[src/rtl/gpm_pkg.sv]
// package with register map, field layout, function codes and timing for the pin function mux
package gpm_pkg;
    // printed register indices; byte address is four times the index
    localparam logic [11:0] PIN_A_IDX = 12'h202;
    localparam logic [11:0] PIN_B_IDX = 12'h204;
    localparam logic [15:0] PIN_A_ADDR = {2'b00, PIN_A_IDX, 2'b00};
    localparam logic [15:0] PIN_B_ADDR = {2'b00, PIN_B_IDX, 2'b00};

    // field positions
    localparam int DIR_BIT = 15;
    localparam int PULLUP_BIT = 14;
    localparam int PULLDOWN_BIT = 13;
    localparam int INV_BIT = 10;
    localparam int DRIVE_BIT = 9;
    localparam int DEBOUNCE_BIT = 8;
    localparam int LEVEL_BIT = 6;
    localparam int FN_MSB = 4;

    // values after reset and writable bits
    localparam logic [15:0] PIN_A_RESET = 16'h0000;
    localparam logic [15:0] PIN_B_RESET = 16'h8100;
    localparam logic [15:0] PIN_A_MASK = 16'h045F;
    localparam logic [15:0] PIN_B_MASK = 16'hE75F;

    // function select codes
    localparam logic [4:0] FN_CLOCK = 5'h00;
    localparam logic [4:0] FN_LEVEL = 5'h01;
    localparam logic [4:0] FN_SERIAL_DATA = 5'h02;
    localparam logic [4:0] FN_IRQ = 5'h03;
    localparam logic [4:0] FN_OVER_TEMP = 5'h04;
    localparam logic [4:0] FN_LOOP2_LOCK = 5'h06;
    localparam logic [4:0] FN_LOOP3_LOCK = 5'h07;
    localparam logic [4:0] FN_FLL_LOCK = 5'h09;
    localparam logic [4:0] FN_COMPRESSOR = 5'h0A;
    localparam logic [4:0] FN_SEQ_DONE = 5'h0B;
    localparam logic [4:0] FN_NOISE_GATE = 5'h0C;
    localparam logic [4:0] FN_LIMITER = 5'h0D;
    localparam logic [4:0] FN_SATURATION = 5'h0E;
    localparam logic [4:0] FN_THRESHOLD = 5'h0F;
    localparam logic [4:0] FN_LEVEL_LOCK = 5'h10;
    localparam logic [4:0] FN_FIFO_ERROR = 5'h11;
    localparam logic [4:0] FN_OP_CLOCK = 5'h12;
    localparam logic [4:0] FN_MIC_CLOCK = 5'h13;
    localparam logic [4:0] FN_MIC_DATA = 5'h14;
    localparam logic [4:0] FN_MIC_DETECT = 5'h15;
    localparam logic [4:0] FN_MIC_SHORT = 5'h16;

    // timing
    localparam int CLK_PERIOD_NS = 50;
    localparam int DEBOUNCE_NS = 200;
    localparam int DEBOUNCE_CYC = (DEBOUNCE_NS + CLK_PERIOD_NS - 1) / CLK_PERIOD_NS;

    typedef enum logic {GPM_IDLE, GPM_ACK} gpm_apb_state_t;
endpackage : gpm_pkg

[src/rtl/gpm_pin_if.sv]
// interface between the register block and one pin source multiplexer
`timescale 1ns/1ns
interface gpm_pin_if;
    logic [4:0] fnSel;
    logic invert;
    logic level;
    logic [31:0] sources;
    logic pinValue;
    modport ctrl (output fnSel, output invert, output level, output sources, input pinValue);
    modport mux (input fnSel, input invert, input level, input sources, output pinValue);
endinterface : gpm_pin_if

[src/rtl/gpm_pin_mux.sv]
// source selection and polarity for one pin
`timescale 1ns/1ns
module gpm_pin_mux
    import gpm_pkg::*;
(
    gpm_pin_if.mux pin
);
    // reserved codes see a zero in the source vector, so they give a quiet low before inversion
    always_comb begin
        if (pin.fnSel == FN_LEVEL) begin
            pin.pinValue = pin.level ^ pin.invert;
        end else begin
            pin.pinValue = pin.sources[pin.fnSel] ^ pin.invert;
        end
    end
endmodule : gpm_pin_mux

[src/rtl/gpm_debounce.sv]
// input de-bounce filter: a new level is taken only after it has stood for a set number of cycles
`timescale 1ns/1ns
module gpm_debounce
    import gpm_pkg::*;
#(
    parameter int CYCLES = DEBOUNCE_CYC
)
(
    input wire logic clock,
    input wire logic nrst,
    input wire logic rawIn,
    output logic cleanOut
);
    if (CYCLES < 1 || CYCLES > 255) begin : g_bad_cycles
        $error("debounce cycle count out of range");
    end

    logic stable_reg, stable_next;
    logic [7:0] count_reg, count_next;

    // count while the input differs from the held level, restart on any agreement
    always_comb begin
        stable_next = stable_reg;
        count_next = 8'h00;
        if (rawIn != stable_reg) begin
            if (count_reg == 8'(CYCLES - 1)) begin
                stable_next = rawIn;
            end else begin
                count_next = count_reg + 8'h01;
            end
        end
    end

    always_ff @(posedge clock or negedge nrst) begin
        if (!nrst) begin
            stable_reg <= 1'b0;
            count_reg <= 8'h00;
        end else begin
            stable_reg <= stable_next;
            count_reg <= count_next;
        end
    end

    assign cleanOut = stable_reg;
endmodule : gpm_debounce

[src/rtl/gpm_pin_function_mux.sv]
// register block, apb slave and pin drivers for the two general purpose pins
//
// Contract
// - each pin's invert bit 10 passes the selected signal when 0, inverts when 1.
// - first pin with level code drives its level bit 6 onto the pin.
// - first pin selector bits 4:0 reset zero; 0_0010 serial data, 0_0011 interrupt.
// - code 0_0000 on the first pin outputs the third loop or locked-loop clock.
// - code 0_0001 outputs a fixed 0 or 1 chosen by the level bit.
// - codes 0_0100, 0_0110, 0_0111, 0_1001 output temperature and lock indicators.
// - code 0_1010 compressor activity, 0_1011 sequencer done.
// - codes 0_1100 to 1_0000 output the level control indications.
// - code 1_0001 FIFO error, 1_0010 operating clock, 1_0011 microphone clock.
// - code 1_0101 microphone detect, 1_0110 microphone short circuit.
// - second pin direction bit 15: 0 output, 1 input; resets to input.
// - second pin bit 14 pull-up, bit 13 pull-down, bit 8 de-bounce, reset on.
// - second pin bit 9 selects push-pull when 0, open-drain when 1.
// - second pin level bit write sets output value, read returns pin input level.
// - second pin level bit reads undefined while the pin is an output.
// - second pin selector bits 4:0 reset to unused; other codes match the first pin.
// - second pin code 1_0100 carries microphone input data.
//
// Design decision made here: the APB slave port.
`timescale 1ns/1ns
module gpm_pin_function_mux
    import gpm_pkg::*;
#(
    parameter int DEBOUNCE_CYCLES = DEBOUNCE_CYC
)
(
    input wire logic clock,
    input wire logic nrst,
    input wire logic psel,
    input wire logic penable,
    input wire logic pwrite,
    input wire logic [15:0] paddr,
    input wire logic [31:0] pwdata,
    input wire logic [3:0] pstrb,
    output logic [31:0] prdata,
    output logic pready,
    output logic pslverr,
    input wire logic clockOutput,
    input wire logic serialAudioDataOut,
    input wire logic irqOut,
    input wire logic overTempShutdown,
    input wire logic secondPhaseLoopLock,
    input wire logic thirdPhaseLoopLock,
    input wire logic fllLock,
    input wire logic dynamicRangeCompressorActive,
    input wire logic sequencerDone,
    input wire logic automaticLevelControlNoiseGate,
    input wire logic automaticLevelControlOverload,
    input wire logic automaticLevelControlSaturation,
    input wire logic automaticLevelControlThreshold,
    input wire logic automaticLevelControlLock,
    input wire logic fifoError,
    input wire logic operatingClockOutput,
    input wire logic micClockOutput,
    input wire logic micDataInput,
    input wire logic micDetect,
    input wire logic micShort,
    output logic pinAOut,
    input wire logic pinBIn,
    output logic pinBOut,
    output logic pinBOutEn_n,
    output logic pinBPullUpEn,
    output logic pinBPullDownEn
);
    if (DEBOUNCE_CYCLES < 1 || DEBOUNCE_CYCLES > 255) begin : g_bad_debounce
        $error("DEBOUNCE_CYCLES out of range");
    end

    // byte-lane merge of a register write, limited to the writable bits
    function automatic logic [15:0] mergeWrite(input logic [15:0] old, input logic [31:0] data,
                                               input logic [3:0] strb, input logic [15:0] mask);
        logic [15:0] lanes;
        lanes = {{8{strb[1]}}, {8{strb[0]}}} & mask;
        mergeWrite = (old & ~lanes) | (data[15:0] & lanes);
    endfunction : mergeWrite

    gpm_apb_state_t state_reg, state_next;
    logic [15:0] pinACfg_reg, pinACfg_next;
    logic [15:0] pinBCfg_reg, pinBCfg_next;
    logic [31:0] prdata_reg, prdata_next;
    logic pready_reg, pready_next;
    logic pslverr_reg, pslverr_next;
    logic pinAOut_reg, pinAOut_next;
    logic pinBOut_reg, pinBOut_next;
    logic pinBOutEn_n_reg, pinBOutEn_n_next;
    logic syncStage1_reg, syncStage2_reg;
    logic debounced;
    logic pinBLevelIn;
    logic hitA, hitB;
    logic [31:0] commonSources;
    logic [31:0] sourcesA, sourcesB;
    logic driveB;

    gpm_pin_if pinAIf();
    gpm_pin_if pinBIf();

    gpm_pin_mux u_mux_a (
        .pin(pinAIf.mux)
    );

    gpm_pin_mux u_mux_b (
        .pin(pinBIf.mux)
    );

    // internal sources are on this clock already, so no synchroniser on them;
    // clock sources are resampled at 20 MHz and only suit slow clocks
    always_comb begin
        commonSources = 32'h0000_0000;
        commonSources[FN_SERIAL_DATA] = serialAudioDataOut;
        commonSources[FN_IRQ] = irqOut;
        commonSources[FN_OVER_TEMP] = overTempShutdown;
        commonSources[FN_LOOP2_LOCK] = secondPhaseLoopLock;
        commonSources[FN_LOOP3_LOCK] = thirdPhaseLoopLock;
        commonSources[FN_FLL_LOCK] = fllLock;
        commonSources[FN_COMPRESSOR] = dynamicRangeCompressorActive;
        commonSources[FN_SEQ_DONE] = sequencerDone;
        commonSources[FN_NOISE_GATE] = automaticLevelControlNoiseGate;
        commonSources[FN_LIMITER] = automaticLevelControlOverload;
        commonSources[FN_SATURATION] = automaticLevelControlSaturation;
        commonSources[FN_THRESHOLD] = automaticLevelControlThreshold;
        commonSources[FN_LEVEL_LOCK] = automaticLevelControlLock;
        commonSources[FN_FIFO_ERROR] = fifoError;
        commonSources[FN_OP_CLOCK] = operatingClockOutput;
        commonSources[FN_MIC_CLOCK] = micClockOutput;
        commonSources[FN_MIC_DETECT] = micDetect;
        commonSources[FN_MIC_SHORT] = micShort;
        sourcesA = commonSources;
        sourcesA[FN_CLOCK] = clockOutput;
        sourcesB = commonSources;
        sourcesB[FN_MIC_DATA] = micDataInput;
    end

    // configuration to the two multiplexers
    assign pinAIf.fnSel = pinACfg_reg[FN_MSB:0];
    assign pinAIf.invert = pinACfg_reg[INV_BIT];
    assign pinAIf.level = pinACfg_reg[LEVEL_BIT];
    assign pinAIf.sources = sourcesA;
    assign pinBIf.fnSel = pinBCfg_reg[FN_MSB:0];
    assign pinBIf.invert = pinBCfg_reg[INV_BIT];
    assign pinBIf.level = pinBCfg_reg[LEVEL_BIT];
    assign pinBIf.sources = sourcesB;

    // second pin input: two-stage synchroniser, then the optional filter
    always_ff @(posedge clock or negedge nrst) begin
        if (!nrst) begin
            syncStage1_reg <= 1'b0;
            syncStage2_reg <= 1'b0;
        end else begin
            syncStage1_reg <= pinBIn;
            syncStage2_reg <= syncStage1_reg;
        end
    end

    gpm_debounce #(
        .CYCLES(DEBOUNCE_CYCLES)
    ) u_debounce (
        .clock(clock),
        .nrst(nrst),
        .rawIn(syncStage2_reg),
        .cleanOut(debounced)
    );

    // undefined readback while driving is returned as zero
    assign pinBLevelIn = pinBCfg_reg[DIR_BIT]
                         ? (pinBCfg_reg[DEBOUNCE_BIT] ? debounced : syncStage2_reg)
                         : 1'b0;

    // address decode
    assign hitA = (paddr == PIN_A_ADDR);
    assign hitB = (paddr == PIN_B_ADDR);

    // apb slave: one wait cycle, write lands on the edge that samples pready high
    always_comb begin
        state_next = state_reg;
        pinACfg_next = pinACfg_reg;
        pinBCfg_next = pinBCfg_reg;
        prdata_next = prdata_reg;
        pready_next = 1'b0;
        pslverr_next = 1'b0;
        unique case (state_reg)
            GPM_IDLE: begin
                if (psel && penable) begin
                    state_next = GPM_ACK;
                    pready_next = 1'b1;
                    pslverr_next = !(hitA || hitB);
                    prdata_next = 32'h0000_0000;
                    if (!pwrite && hitA) begin
                        // level bit of the first pin reads as zero
                        prdata_next[15:0] = pinACfg_reg & ~(16'h0001 << LEVEL_BIT);
                    end else if (!pwrite && hitB) begin
                        prdata_next[15:0] = pinBCfg_reg & ~(16'h0001 << LEVEL_BIT);
                        prdata_next[LEVEL_BIT] = pinBLevelIn;
                    end
                end
            end
            GPM_ACK: begin
                state_next = GPM_IDLE;
                if (psel && penable && pwrite) begin
                    if (hitA) begin
                        pinACfg_next = mergeWrite(pinACfg_reg, pwdata, pstrb, PIN_A_MASK);
                    end
                    if (hitB) begin
                        pinBCfg_next = mergeWrite(pinBCfg_reg, pwdata, pstrb, PIN_B_MASK);
                    end
                end
            end
        endcase
    end

    // second pin drive: direction first, then unused code, then drive type
    assign driveB = !pinBCfg_reg[DIR_BIT] && (pinBCfg_reg[FN_MSB:0] != FN_CLOCK);

    always_comb begin
        pinAOut_next = pinAIf.pinValue;
        if (!driveB) begin
            pinBOut_next = 1'b0;
            pinBOutEn_n_next = 1'b1;
        end else if (pinBCfg_reg[DRIVE_BIT]) begin
            // open drain: only a low is driven, a high releases the pin
            pinBOut_next = 1'b0;
            pinBOutEn_n_next = pinBIf.pinValue;
        end else begin
            pinBOut_next = pinBIf.pinValue;
            pinBOutEn_n_next = 1'b0;
        end
    end

    always_ff @(posedge clock or negedge nrst) begin
        if (!nrst) begin
            state_reg <= GPM_IDLE;
            pinACfg_reg <= PIN_A_RESET;
            pinBCfg_reg <= PIN_B_RESET;
            prdata_reg <= 32'h0000_0000;
            pready_reg <= 1'b0;
            pslverr_reg <= 1'b0;
            pinAOut_reg <= 1'b0;
            pinBOut_reg <= 1'b0;
            pinBOutEn_n_reg <= 1'b1;
        end else begin
            state_reg <= state_next;
            pinACfg_reg <= pinACfg_next;
            pinBCfg_reg <= pinBCfg_next;
            prdata_reg <= prdata_next;
            pready_reg <= pready_next;
            pslverr_reg <= pslverr_next;
            pinAOut_reg <= pinAOut_next;
            pinBOut_reg <= pinBOut_next;
            pinBOutEn_n_reg <= pinBOutEn_n_next;
        end
    end

    assign prdata = prdata_reg;
    assign pready = pready_reg;
    assign pslverr = pslverr_reg;
    assign pinAOut = pinAOut_reg;
    assign pinBOut = pinBOut_reg;
    assign pinBOutEn_n = pinBOutEn_n_reg;
    assign pinBPullUpEn = pinBCfg_reg[PULLUP_BIT];
    assign pinBPullDownEn = pinBCfg_reg[PULLDOWN_BIT];

    logic [4:0] selA;
    logic [4:0] selB;
    logic invA;
    logic invB;
    assign selA = pinACfg_reg[FN_MSB:0];
    assign selB = pinBCfg_reg[FN_MSB:0];
    assign invA = pinACfg_reg[INV_BIT];
    assign invB = pinBCfg_reg[INV_BIT];
endmodule : gpm_pin_function_mux

[config.mk]
export PLATFORM = sky130hd
export DESIGN_NAME = gpm_pin_function_mux
export DESIGN_NICKNAME = d
export VERILOG_FILES = /design/src/rtl/gpm_pkg.sv /design/src/rtl/gpm_pin_if.sv /design/src/rtl/gpm_pin_mux.sv /design/src/rtl/gpm_debounce.sv /design/src/rtl/gpm_pin_function_mux.sv
export SDC_FILE = /design/constraint.sdc
export NUM_CORES = 1
export LEC_CHECK = 0
export BUFFER_PORTS_ARGS = -buffer_cell sky130_fd_sc_hd__buf_4
export CAP_MARGIN = 20
export CORE_AREA = 2 2 93 73
export CTS_CLUSTER_SIZE = 8
export DETAILED_ROUTE_END_ITERATION = 10
export DIE_AREA = 0 0 95 75
export PLACE_DENSITY = 0.73
export SYNTH_ARGS = -nofsm -noshare
export SYNTH_HDL_FRONTEND = slang
export SYNTH_SLANG_ARGS = --single-unit
[constraint.sdc]
create_clock -name clock -period 2.2 [get_ports clock]
set_clock_uncertainty 0.1 [all_clocks]
set_input_delay 0.44 -clock clock [delete_from_list [all_inputs] [get_ports clock]]
set_output_delay 0.44 -clock clock [all_outputs]
set_load 0.01 [all_outputs]
==> flow_summary.yaml <==
worst_setup_path:
  worst-setup-path-type: "reg -> reg"
  worst_ep_required_time_ns: 2.33
  crit_family: "simple AND/OR/NAND/NOR gates"
  worst-endpoint-arrival_ns: 2.19
  crit_buf_inv: 0
  critical_path_peak_fanout: 4
  rr_worst_depth: 5
  cp-start-kind: "flop"
  crit_chain: "or3b_1 > a32oi_1 > o22ai_1 > or4_1 > a31o_1"
  r2r-end: "pinBOutEn_n"
  cp-endpoint: "pinBOutEn_n"
  end_kind: "flop"
  cp_slowest_stage_delay_ns: 0.49
  cp_num_cells: 5
  rrSetupSlack_ns: 0.14
  crit_path_top_delay_cell: "or4_1"
clock_network:
  cts_max_level: 2
  clock_path_buffers: 2
  cts_tree: "done"
  clockRootBuffer: "clkbuf_8"
  cts_sinks: 47
  holdBufCountCts: 0
  cts_buffers: 5
  worstSkewPairLatency_ns: 0.30
  clkSlewWorstSetupHoldPaths_ns: 0.08
detailed_routing:
  wl_per_cell_um: 14.56
  vias_per_cell: 5.085
  drtPass1Iterations: 4
  wl_um: 5811
  drt_iter0_markers: 125
  drc_errors: 0
  vias: 2029
  antenna_left: 0
floorplan:
  pin_count: 117
  rows: 25
  core_area_um2: 6162
  start_util_pct: 40.87
  dieArea_um2: 7125
  die_w_um: 95
  fp.dieH_um: 75
power_and_ir_drop:
  intPower_mw: 1.357
  power.switching_uw: 428.8
  cellLeakagePower_nw: 1.627
  seq_power_share_pct: 52.1
  power_frac_clock_pct: 34.2
  p_comb_share_pct: 13.8
  switching_share_pct: 24.01
  vdd_ir_drop_max_mv: 0.3048
  powerDensity_nw_per_um2: 542.6
final_layout:
  finish.utilization_pct: 53.42
  final_common_cell: "buf_4"
  synthToLayoutAreaGrowth_pct: 30.70
  layout_common_cells: "buf_4, dfrtp_1, nand2_1"
  antenna_cells: 0
  nets: 396
  drive_gt1_share_pct: 39.31
  final_cells: 399
placed_design:
  pre_cts_slack_ns: 0.04378
  dpl.cell_count: 390
  dp_hpwl_um: 4410
  io_buffers: 74
  gp_congestion: 0.8941
synthesis:
  synth_top_area_share_pct: 43.72
  synthTopCellsByArea: "dfrtp_1, mux2_2, buf_4"
  ys.flop_type: "dfrtp_1"
  yosysTopAreaCell: "dfrtp_1"
  yosysWarningCount: 0
  syn_area_um2: 2519
  synth.distinct_cells: 46
  synth_seq_cells: 47
  synth_edf_count: 0
  ys_seq_area_share_pct: 46.85
  syn-instance-count: 230
  synthArstFlopShare_pct: 100.0
  avgSynthCellArea_um2: 10.95
sta:
  worstMarginPinSlew_ns: 0.5852
  slew_violations: 0
  period_share_pct: 93.81
  maxSlewHeadroom_pct: 60.99
  fin_crit_ns: 2.064
  timing.final.ws_setup_ns: 0.1362
  final-hold-violation-count: 0
  max_freq_ghz: 0.4845
  tns_ns: 0
  setup_viol: 0
  rsz0062_at_grt: "no"
grt:
  grt_overflow_total: 0
  grt_max_degree: 48
  antenna_found_initial: 0
  grt_pass1_wl_um: 9232
  grt_pass1_vias: 1976
  grt.total_usage_pct: 17.03
job:
  max_cap_viol_count: 0
status:
  status: "complete, no violations"
hold_path:
  hp-class: "in -> async"
-- timing repair --
item,CTS,global route
endpoints found under the setup margin,0,2
gates resized for setup,0,1
buffers inserted,0,1
-- worst min-delay path by stage --
stage                         startpoint        endpoint  cells after the start
after global placement    syncStage1_reg  syncStage2_reg                      0
final                               nrst       async pin                      1
after floorplan                     nrst       async pin                      0
after CTS                           nrst       prdata[3]                      1
after global routing                nrst       async pin                      1
after detailed placement  syncStage1_reg  syncStage2_reg                      0
-- layout make-up --
class | count | area (µm²)
timing repair buffer | 89 | 680.7
clock buffer | 7 | 76.32
fill | 549 | 2870
clock inverter | 1 | 30.03
tap | 81 | 101.3
sequential | 47 | 1181
multi-input combinational | 172 | 1215
inverter | 2 | 7.507
-- power groups by stage --
stage / Clock, mW / Sequential, mW / Combinational [mW]
floorplan: 0 / 0.941 / 0.138
global placement: 0 / 0.944 / 0.238
detailed placement: 0 / 0.947 / 0.241
CTS: 0.629 / 0.929 / 0.248
global route: 0.667 / 0.936 / 0.272
finish: 0.610 / 0.930 / 0.246
-- synthesized netlist by cell type, types with 3 or more instances --
cell type / number
clkbuf_1: 4
nor2_1: 15
dfstp_2: 3
xor2_1: 6
nor2b_1: 4
mux2i_1: 11
nand4_1: 3
nand3_1: 5
a22o_1: 4
mux2_2: 22
buf_4: 21
and3_1: 3
nand2_1: 24
nand3b_1: 3
nand2b_1: 5
nor4_1: 5
a22oi_1: 7
dfrtp_1: 44
-- cell families (layout without fill, tap and decap cells) --
logic type / Yosys count / in the layout / synth area share, %
xor+xnor: 8 / 8 / 2.782
fa+ha+maj: 1 / 1 / 0.4967
other cells: 1 / 20 / 0.1489
mux: 35 / 35 / 16.00
simple gates: 81 / 81 / 17.54
compound gates: 27 / 27 / 8.196
buf+inv: 30 / 99 / 7.998
flops: 47 / 47 / 46.85
-- worst reg2reg max path, stage by stage (launching register included) --
cell and delay (ns):
dfrtp_2 0.44, or3b_1 0.38, a32oi_1 0.22, o22ai_1 0.13, or4_1 0.49, a31o_1 0.24
-- stage by stage --
stage                     cell area (µm²)  hold WS, ns  total power, mW
final                                3292      0.03626            1.786
after global routing                 3292      0.06735            1.875
after CTS                            3283      0.05294            1.806
after detailed placement             3177       0.2370            1.188
after global placement               3177       0.2363            1.182
after floorplan                      2590      0.04441            1.079
-- layer usage --
metal | GRT usage (%) | wire, µm | up-vias | part of all wire (%)
li1 | - | - | 964 | -
met1 | 23.60 | 2707 | 980 | 47
met2 | 26.64 | 2631 | 75 | 45
met3 | 3.704 | 382 | 10 | 6.6
met4 | 6.280 | 90 | 0 | 1.5
met5 | 0 | 0 | - | 0
Power figures use the tool's default switching activity.
